[config.mk]
export PLATFORM = sky130hd
export DESIGN_NAME = ptm_timer
export DESIGN_NICKNAME = d
export VERILOG_FILES = /design/src/verilog/ptm_pkg.sv /design/src/verilog/ptm_timer.sv
export VERILOG_INCLUDE_DIRS = /design/src /design/src/verilog
export SDC_FILE = /design/constraint.sdc
export NUM_CORES = 1
export LEC_CHECK = 0
export BUFFER_PORTS_ARGS = -buffer_cell sky130_fd_sc_hd__buf_2
export CORE_MARGIN = 8
export CORE_UTILIZATION = 45
export CTS_BUF_LIST = sky130_fd_sc_hd__clkbuf_2
export DETAILED_ROUTE_END_ITERATION = 8
export HOLD_SLACK_MARGIN = 0.02
export PLACE_DENSITY = 0.74
export SLEW_MARGIN = 10
export SYNTH_ARGS = -nofsm -noshare
export SYNTH_HDL_FRONTEND = slang
export SYNTH_SLANG_ARGS = --single-unit
[constraint.sdc]
create_clock -name pclk -period 4.36 [get_ports pclk]
set_input_delay 0.654 -clock pclk [delete_from_list [all_inputs] [get_ports pclk]]
set_output_delay 0.654 -clock pclk [all_outputs]
set_load 0.01 [all_outputs]
[src/verilog/ptm_params.svh]
// Constants for the protocol timer: register indices, field positions, resets, timing.
// Assumes inclusion by bare name from the timer's design file.
`ifndef PTM_PARAMS_SVH
`define PTM_PARAMS_SVH

// Register indices; byte address is four times the index
`define PTM_IDX_MODE       8'h2A
`define PTM_IDX_PRESC      8'h2B
`define PTM_IDX_RELOAD     8'h40
`define PTM_IDX_COUNT      8'h41
`define PTM_IDX_CTRL       8'h42
`define PTM_IDX_STATUS     8'h43
`define PTM_IDX_IRQ_STAT   8'h44
`define PTM_IDX_IRQ_MASK   8'h45

// Mode register fields
`define PTM_MODE_AUTO      7
`define PTM_MODE_GATE_HI   6
`define PTM_MODE_GATE_LO   5
`define PTM_MODE_RESTART   4
`define PTM_MODE_PSC_HI    3

// Control register fields
`define PTM_CTRL_START     0
`define PTM_CTRL_STOP      1
`define PTM_CTRL_MULTI     2

// Interrupt status fields
`define PTM_IRQ_EXPIRY     0
`define PTM_IRQ_RELOAD     1

// Reset values
`define PTM_RST_MODE       8'h00
`define PTM_RST_PRESC      8'h00
`define PTM_RST_RELOAD     16'h0000

// Reference 6.78 MHz from 200 MHz pclk: add 678 per cycle, wrap at 20000
`define PTM_REF_KHZ        6780
`define PTM_PCLK_KHZ       200000
`define PTM_ACC_STEP       15'(`PTM_REF_KHZ / 10)
`define PTM_ACC_MOD        15'(`PTM_PCLK_KHZ / 10)

`endif

[src/verilog/ptm_pkg.sv]
// Types shared by the protocol timer design.
// Assumes ptm_params.svh for constants; holds types only.
package ptm_pkg;

	typedef enum logic [1:0] {
		PTM_GATE_NONE   = 2'b00,
		PTM_GATE_MOD    = 2'b01,
		PTM_GATE_AUX    = 2'b10,
		PTM_GATE_ANALOG = 2'b11
	} ptm_gate_t;

	typedef struct packed {
		logic      protocol_auto_start;
		ptm_gate_t gate_select;
		logic      auto_reload_on_expiry;
		logic [3:0] prescale_upper_nibble;
	} ptm_mode_t;

	typedef struct packed {
		logic tx_end;
		logic rx_first_bit;
	} ptm_proto_t;

	typedef struct packed {
		logic modulation_input_pin;
		logic first_aux_pin;
		logic third_analog_test_pin;
	} ptm_gate_pins_t;

endpackage : ptm_pkg

[src/verilog/ptm_timer.sv]
// Protocol timer: mode, prescaler, 16-bit down counter, APB registers, interrupt.
// Assumes pclk at 200 MHz, protocol pulses on pclk, gate pins asynchronous.
`timescale 1ns/1ps
`include "ptm_params.svh"

module ptm_timer #(
	parameter int CNT_W = 16
) (
	// Clock and reset
	input  wire logic                    pclk,
	input  wire logic                    presetn,
	// APB slave
	input  wire logic                    psel,
	input  wire logic                    penable,
	input  wire logic                    pwrite,
	input  wire logic [9:0]              paddr,
	input  wire logic [31:0]             pwdata,
	output logic [31:0]                  prdata,
	output logic                         pready,
	output logic                         pslverr,
	// Protocol engine events
	input  wire ptm_pkg::ptm_proto_t     proto,
	// Gate pins
	input  wire ptm_pkg::ptm_gate_pins_t gate_pins,
	// Status out
	output logic                         timer_active_status,
	output logic                         irq
);

	if (CNT_W < 2 || CNT_W > 32) begin : g_chk
		$error("ptm_timer: CNT_W must be 2 to 32");
	end

	////////////////////////////////////////////////////////////////////////
	// State

	typedef struct packed {
		ptm_pkg::ptm_mode_t      mode;
		logic [7:0]              prescale_lower_byte;
		logic [CNT_W-1:0]        reload_value;
		logic                    multi_frame_receive;
		logic [CNT_W-1:0]        count;
		logic                    run;
		logic [11:0]             psc_cnt;
		logic [14:0]             ref_acc;
		logic [1:0]              irq_stat;
		logic [1:0]              irq_mask;
		ptm_pkg::ptm_gate_pins_t gate_s1;
		ptm_pkg::ptm_gate_pins_t gate_s2;
		logic [31:0]             prdata;
		logic                    pready;
		logic                    pslverr;
		logic                    irq;
	} ptm_state_t;

	ptm_state_t st_q;
	ptm_state_t st_d;

	function automatic logic [7:0] addr_idx(input logic [9:0] a);
		addr_idx = a[9:2];
	endfunction : addr_idx

	function automatic logic known_idx(input logic [7:0] i);
		known_idx = (i == `PTM_IDX_MODE) || (i == `PTM_IDX_PRESC) ||
			(i == `PTM_IDX_RELOAD) || (i == `PTM_IDX_COUNT) ||
			(i == `PTM_IDX_CTRL) || (i == `PTM_IDX_STATUS) ||
			(i == `PTM_IDX_IRQ_STAT) || (i == `PTM_IDX_IRQ_MASK);
	endfunction : known_idx

	////////////////////////////////////////////////////////////////////////
	// Next state

	logic [7:0]       idx;
	logic             wr;
	logic             setup;
	logic             ref_en;
	logic [14:0]      acc_sum;
	logic [11:0]      psc_val;
	logic             gate_open;
	logic             tick;
	logic             sw_start;
	logic             sw_stop;
	logic             start_evt;
	logic             stop_evt;
	logic             end_hit;
	logic [1:0]       evt;
	logic [1:0]       w1c;
	logic [31:0]      rd;

	always_comb begin
		st_d    = st_q;
		idx     = addr_idx(paddr);
		setup   = psel && !penable;
		// Write lands at the access edge where pready is sampled high
		wr      = psel && penable && pwrite && st_q.pready && known_idx(idx);

		// Gate pins through two flops
		st_d.gate_s1 = gate_pins;
		st_d.gate_s2 = st_q.gate_s1;

		// Fractional divider: 678/20000 of pclk gives the 6.78 MHz reference
		acc_sum = st_q.ref_acc + `PTM_ACC_STEP;
		ref_en  = acc_sum >= `PTM_ACC_MOD;
		st_d.ref_acc = ref_en ? acc_sum - `PTM_ACC_MOD : acc_sum;

		// Register writes
		sw_start = 1'b0;
		sw_stop  = 1'b0;
		w1c      = 2'b00;
		if (wr) begin
			unique case (idx)
				`PTM_IDX_MODE: begin
					st_d.mode = ptm_pkg::ptm_mode_t'(pwdata[7:0]);
				end
				`PTM_IDX_PRESC: begin
					st_d.prescale_lower_byte = pwdata[7:0];
				end
				`PTM_IDX_RELOAD: begin
					st_d.reload_value = pwdata[CNT_W-1:0];
				end
				`PTM_IDX_CTRL: begin
					sw_start                 = pwdata[`PTM_CTRL_START];
					sw_stop                  = pwdata[`PTM_CTRL_STOP];
					st_d.multi_frame_receive = pwdata[`PTM_CTRL_MULTI];
				end
				`PTM_IDX_IRQ_STAT: begin
					w1c = pwdata[1:0];
				end
				`PTM_IDX_IRQ_MASK: begin
					st_d.irq_mask = pwdata[1:0];
				end
				default: begin
				end
			endcase
		end

		// Prescaler 0 acts as 1 so the divider never stalls
		psc_val = {st_q.mode.prescale_upper_nibble, st_q.prescale_lower_byte};

		unique case (st_q.mode.gate_select)
			ptm_pkg::PTM_GATE_NONE:   gate_open = 1'b1;
			ptm_pkg::PTM_GATE_MOD:    gate_open = st_q.gate_s2.modulation_input_pin;
			ptm_pkg::PTM_GATE_AUX:    gate_open = st_q.gate_s2.first_aux_pin;
			ptm_pkg::PTM_GATE_ANALOG: gate_open = st_q.gate_s2.third_analog_test_pin;
		endcase

		// Protocol events only count with auto-start set
		start_evt = sw_start || (st_q.mode.protocol_auto_start && proto.tx_end);
		stop_evt  = sw_stop
			|| (st_q.mode.protocol_auto_start && !st_q.multi_frame_receive
			&& proto.rx_first_bit);

		evt  = 2'b00;
		tick = 1'b0;
		if (st_q.run && gate_open && ref_en) begin
			if (st_q.psc_cnt + 12'h001 >= psc_val) begin
				tick         = 1'b1;
				st_d.psc_cnt = 12'h000;
			end else begin
				st_d.psc_cnt = st_q.psc_cnt + 12'h001;
			end
		end

		end_hit = st_q.count <= CNT_W'(1);
		if (tick) begin
			if (!end_hit) begin
				st_d.count = st_q.count - CNT_W'(1);
			end else if (st_q.mode.auto_reload_on_expiry) begin
				st_d.count = st_q.reload_value;
				evt[`PTM_IRQ_RELOAD] = 1'b1;
			end else begin
				st_d.count = '0;
				st_d.run   = 1'b0;
				evt[`PTM_IRQ_EXPIRY] = 1'b1;
			end
		end

		// Stop beats a start in the same cycle; a start reloads from the register
		if (stop_evt) begin
			st_d.run = 1'b0;
		end else if (start_evt) begin
			st_d.run     = 1'b1;
			st_d.count   = st_q.reload_value;
			st_d.psc_cnt = 12'h000;
		end

		// A new event wins over its own clear
		st_d.irq_stat = (st_q.irq_stat & ~w1c) | evt;
		st_d.irq      = |(st_d.irq_stat & st_d.irq_mask);

		// Read data captured in setup, shown in access with pready
		rd = 32'h0000_0000;
		unique case (idx)
			`PTM_IDX_MODE:     rd[7:0] = st_q.mode;
			`PTM_IDX_PRESC:    rd[7:0] = st_q.prescale_lower_byte;
			`PTM_IDX_RELOAD:   rd[CNT_W-1:0] = st_q.reload_value;
			`PTM_IDX_COUNT:    rd[CNT_W-1:0] = st_q.count;
			`PTM_IDX_CTRL:     rd[`PTM_CTRL_MULTI] = st_q.multi_frame_receive;
			`PTM_IDX_STATUS:   rd[0] = st_q.run;
			`PTM_IDX_IRQ_STAT: rd[1:0] = st_q.irq_stat;
			`PTM_IDX_IRQ_MASK: rd[1:0] = st_q.irq_mask;
			default:           rd = 32'h0000_0000;
		endcase
		st_d.pready  = setup;
		st_d.pslverr = setup && !known_idx(idx);
		st_d.prdata  = (setup && !pwrite) ? rd : 32'h0000_0000;
	end

	////////////////////////////////////////////////////////////////////////
	// Registers

	always_ff @(posedge pclk or negedge presetn) begin
		if (!presetn) begin
			st_q                     <= '0;
			st_q.mode                <= ptm_pkg::ptm_mode_t'(`PTM_RST_MODE);
			st_q.prescale_lower_byte <= `PTM_RST_PRESC;
			st_q.reload_value        <= CNT_W'(`PTM_RST_RELOAD);
		end else begin
			st_q <= st_d;
		end
	end

	////////////////////////////////////////////////////////////////////////
	// Outputs

	assign prdata              = st_q.prdata;
	assign pready              = st_q.pready;
	assign pslverr             = st_q.pslverr;
	assign timer_active_status = st_q.run;
	assign irq                 = st_q.irq;

endmodule : ptm_timer
Word-level counts from Yosys, hierarchy flattened

Index checks and enable logic that the tools add are counted.
Widths: inputs -> output; s select.

Bitwise operators: 4
Add/subtract/negate cells: 4
Reduce and logical (&&, ||, !) cells: 34
Equal/unequal tests: 12
Multiplexer cells: 33
Order comparisons: 3

Operators with widths:

| cell                   | number |
|---|---|
| $mux 16                | 4 |
| $eq 8x7->1 const B     | 6 |
| $mux 12                | 3 |
| $mux 29                | 1 |
| $pmux 5 s4             | 1 |
| $mux 17                | 1 |
| $eq 8x6->1 const B     | 2 |
| $le 16x1->1 const B    | 1 |
| $pmux 8 s2             | 1 |
| $sub 16x1->16 const B  | 1 |
| $add 15x10->15 const B | 1 |
| $ge 15x15->1 const B   | 1 |
| $mux 15                | 1 |
| $sub 15x15->15 const B | 1 |
| $add 12x1->12 const B  | 1 |
| $ge 12x12->1           | 1 |
| $logic_and 1x1->1      | 12 |
| $mux 2                 | 6 |
| $mux 1                 | 11 |
| $logic_or 1x1->1       | 9 |
| $reduce_and 2->1       | 4 |
| $pmux 1 s7             | 1 |
| $pmux 1 s6             | 1 |
| $reduce_bool 3->1      | 2 |
| 12 further kinds       | 17 |

Logic and storage cells: 113
Register bits after elaboration: 106

Logic depth before layout (Yosys ltp)

Word-level depth: 15
Gate-level depth with buffers: 17

Least setup slack after synthesis

OpenSTA, ideal clock, no wires.

Path kind: reg2reg
Start: register st_q[60] (netlist name)
End: register st_q[85] (netlist name)
Clock period less this slack: 3.821 ns
Library setup time: 0.126 ns
Arrival: 3.695 ns
Buffers on the path: 2
Stages on the path, launching flop included: 16
Setup slack: 0.539 ns
Path through: dfrtp_1 > ha_1 > and3_1 > and3_1 > clkbuf_1 > and3_1 > and3_1 > xnor2_1 > ha_1 > a2111o_1 > a2111oi_0 > o41a_1 > or2_2 > clkbuf_1 > o31ai_1 > a221o_1

RTL lines:

| what                   | line             | RTL |
|---|---|---|
| start, declared        | ptm_timer.sv:56  | `ptm_state_t st_q;` |
| start signal, assigned | ptm_timer.sv:219 | `st_q <= st_d;` |

==> impl_metrics.py <==
metrics = {
    "outcome": {
        "status": "completed",
    },
    "setup_path": {
        "crit_top_cell": "and3_1",
        "cpPeakStageDelay_ns": 0.49,
        "start_kind": "flip-flop",
        "slowest_stage": "dfrtp_1",
        "timing.rr.start": "st_q[60]$_DFF_PN0_",
        "crit_path_max_fanout": 9,
        "regToRegSetupSlack_ns": 0.43,
        "path_cells": "ha_1 -> and3_1 -> and3_1 -> and3_1 -> and3_1 -> xnor2_1 -> ha_1 -> a2111o_1 -> a2111oi_0 -> o41a_1 -> nor2_1 -> buf_4 -> nor2_2 -> nand3b_1 -> a21oi_1",
        "cp-end-kind": "flip-flop",
        "worstPathArrival_ns": 4.46,
        "crit_type": "flip-flop to flip-flop",
        "worstPathRequired_ns": 4.89,
        "crit_path_start": "st_q[60]$_DFF_PN0_",
    },
    "logic_synthesis": {
        "yosys_warnings": 0,
        "async_flop_share_pct": 100.0,
        "synth_top_area_cell": "dfrtp_1",
        "synth_area_sq_um": 6399,
        "synth.distinct_cells": 77,
        "synth_ff_type": "dfrtp_1",
        "synthCells": 681,
        "avgSynthCellArea_sq_um": 9.396,
        "ys_ff_latch": 105,
        "yosys-top-cells-area": "dfrtp_1 (41%), mux2i_1 (4.2%), buf_4 (3.9%)",
        "seq_area_frac_synth_pct": 41.06,
        "synth_edf_count": 0,
        "synth_top_area_share_pct": 41.06,
    },
    "final_layout": {
        "area_delta_synth_final_pct": 6.375,
        "multi_input_area_sq_um": 3344,
        "drive_gt1_share_pct": 16.24,
        "antenna-diode-count": 0,
        "nFillCells": 1325,
        "seq_area_sq_um": 2628,
        "finish.net_count": 774,
    },
    "clock_network": {
        "cts_root_buffer": "clkbuf_2",
        "cts_resized": 0,
        "hold_buffers": 0,
        "cts_made_buffers": 9,
        "cts.path.max_buffers": 2,
        "clk_latency_ns": 0.61,
        "htree_levels": 3,
        "cts_tree": "done",
        "cts_setup_buffers": 0,
        "cts.reportedPaths.clkPinSlew_ns": 0.27,
        "cts.sinks": 105,
    },
    "timing": {
        "fin_crit_sh_pct": 90.03,
        "finalCriticalPeriod_ns": 3.925,
        "fmax_ghz": 0.2548,
        "rsz0062_at_grt": "false",
        "fin_setup_tns_ns": 0,
        "fin_ws_ns": 0.4349,
        "maxSlewHeadroom_pct": 31.14,
        "skew_ns": 0.03053,
        "tightest_slew_ns": 1.033,
        "setup_viol": 0,
        "slew_viol_final": 0,
        "hold_ws_ns": 0.1218,
        "finalHoldViolCount": 0,
    },
    "pwr": {
        "clkPwrFrac_pct": 32.8,
        "p_per_area_nw_per_um2": 254.1,
        "switching_share_pct": 24.83,
        "switchingPower_w": 0.0004295,
        "p_leak_nw": 3.098,
        "p_comb_share_pct": 9.6,
        "power.internal_w": 0.001300,
        "ir_worst_vdd_mv": 0.1158,
        "pwr-share-seq_pct": 57.6,
    },
    "global_routing": {
        "grt_pass1_wl_microns": 24010,
        "gr-total-overflow": 0,
        "grtUsageTotal_pct": 16.07,
        "antenna_found_initial": 2,
        "grt_pass1_vias": 4931,
        "grt_max_degree": 82,
    },
    "drt": {
        "avgViaCountPerCell": 5.614,
        "ant_nets": 0,
        "drt-total-wl_microns": 14660,
        "drtPass1Iterations": 5,
        "wl_per_cell_microns": 16.50,
        "drc_errors": 0,
        "drt_iter0_markers": 422,
        "vias": 4985,
    },
    "placed_design": {
        "pre_cts_ws_ns": 0.4823,
        "portBuffers": 53,
        "gp_congestion": 0.8580,
        "hpwl_microns": 10750,
    },
    "worst_hold_path": {
        "hold_class": "input port to flip-flop",
        "min_from": "gate_pins[1]",
    },
    "floorplanning": {
        "initial_core_util_pct": 46.10,
        "die_h_microns": 135.2,
        "die_area_sq_um": 18290,
        "rows": 43,
        "io-pin-count": 88,
        "dieWidth_microns": 135.2,
        "core_sq_um": 13880,
    },
    "flow_run": {
        "drv_cap": 0,
    },
}
## stage by stage
stage / cells / total power (W) / utilization [%] / cell area [sq um]
floorplan: 696 / 0.001121 / - / 6455
global placement: 872 / 0.001169 / 47.91 / 6650
detailed placement: 872 / 0.001178 / 47.91 / 6650
CTS: 888 / 0.001751 / 49.04 / 6807
global route: 888 / 0.001807 / 49.04 / 6807
finish: 888 / 0.001730 / 49.04 / 6807
## power by group through the flow
stage          Sequential [W]  Clock [W]  Combinational, W
2_1_floorplan         0.00101          0          0.000112
3_3_place_gp          0.00101          0          0.000158
3_5_place_dp          0.00101          0          0.000167
4_1_cts              0.000996   0.000588          0.000167
5_1_grt              0.000998   0.000624          0.000184
6_report             0.000995   0.000568          0.000166
## registers in the layout, summed over array words and instances, names as in the netlist
name / cells
st_q: 70
prdata: 16
timer_active_status: 1
pslverr: 1
psc_val: 12
st_d: 3
irq: 1
pready: 1
## area by class of cell
type | count | area share (%)
clock buffer | 10 | 0.7353
clock inverter | 6 | 1.562
inverter | 22 | 1.213
multi-input combinational | 500 | 49.14
sequential | 105 | 38.60
tap | 180 | 3.309
timing repair buffer | 65 | 5.441
## cell families after synthesis
logic type      after synthesis  synth area share, %
fa+ha+maj                    19                3.715
buf+inv                      91                7.548
mux                          59                9.855
flops                       105                41.06
compound gates              144                15.25
other cells                   1              0.05861
simple gates                230                18.13
xor+xnor                     32                4.380
## worst max-delay path, delay by kind of cell, from the launching register on
kind | cells | cell delay (ns)
AO/OA/AOI/OAI | 4 | 1.18
XOR/XNOR | 1 | 0.15
adder cells (fa/ha/maj) | 2 | 0.50
buffers and inverters | 1 | 0.18
flip-flops | 1 | 0.49
AND/OR/NAND/NOR | 7 | 1.37
## placed cells by master (no fill, tap or decap), types with 9 or more instances in the layout
| master | instances |
|---|---|
| dfrtp_1 | 105 |
| nor2_1 | 61 |
| nand2_1 | 57 |
| buf_2 | 52 |
| a21oi_1 | 37 |
| o21ai_0 | 31 |
| mux2i_1 | 27 |
| xnor2_1 | 24 |
| inv_1 | 22 |
| mux2_2 | 22 |
| nand3_1 | 20 |
| ha_1 | 19 |
| nor3_1 | 18 |
| conb_1 | 16 |
| nand2b_1 | 12 |
| buf_4 | 12 |
| mux2_1 | 10 |
| clkbuf_2 | 10 |
| nand3b_1 | 9 |
## synth_stat cells, drive strengths merged, types with 20 or more instances
cell type	instances
xnor2	24
nand2	57
nand3	20
a21oi	37
inv	22
mux2	32
buf	44
dfrtp	105
clkbuf	25
o21ai	35
nor2	63
mux2i	27
## worst paths after layout
| kind | end | depth (start not counted) |
|---|---|---|
| setup / recovery | st_q[64]$_DFF_PN0_ | 15 |
| hold / removal | st_d[36]$_DFF_PN0_ | 1 |
| setup reg to reg | st_q[64]$_DFF_PN0_ | 15 |
| hold reg to reg | st_q[36]$_DFF_PN0_ | 0 |
| max in group asynchronous | psc_val[10]$_DFFE_PN0P_ | 2 |
| min in group asynchronous | st_q[46]$_DFF_PN0_ | 1 |
## metal layers
layer / share of wire (%) / global-route usage, % / vias up
met5: 0.16 / 0 / -
met4: 2.4 / 7.465 / 4
met3: 4.7 / 2.930 / 31
met2: 48 / 26.60 / 119
met1: 45 / 19.95 / 2418
li1: - / - / 2413
(Power assumes the default switching activity.)
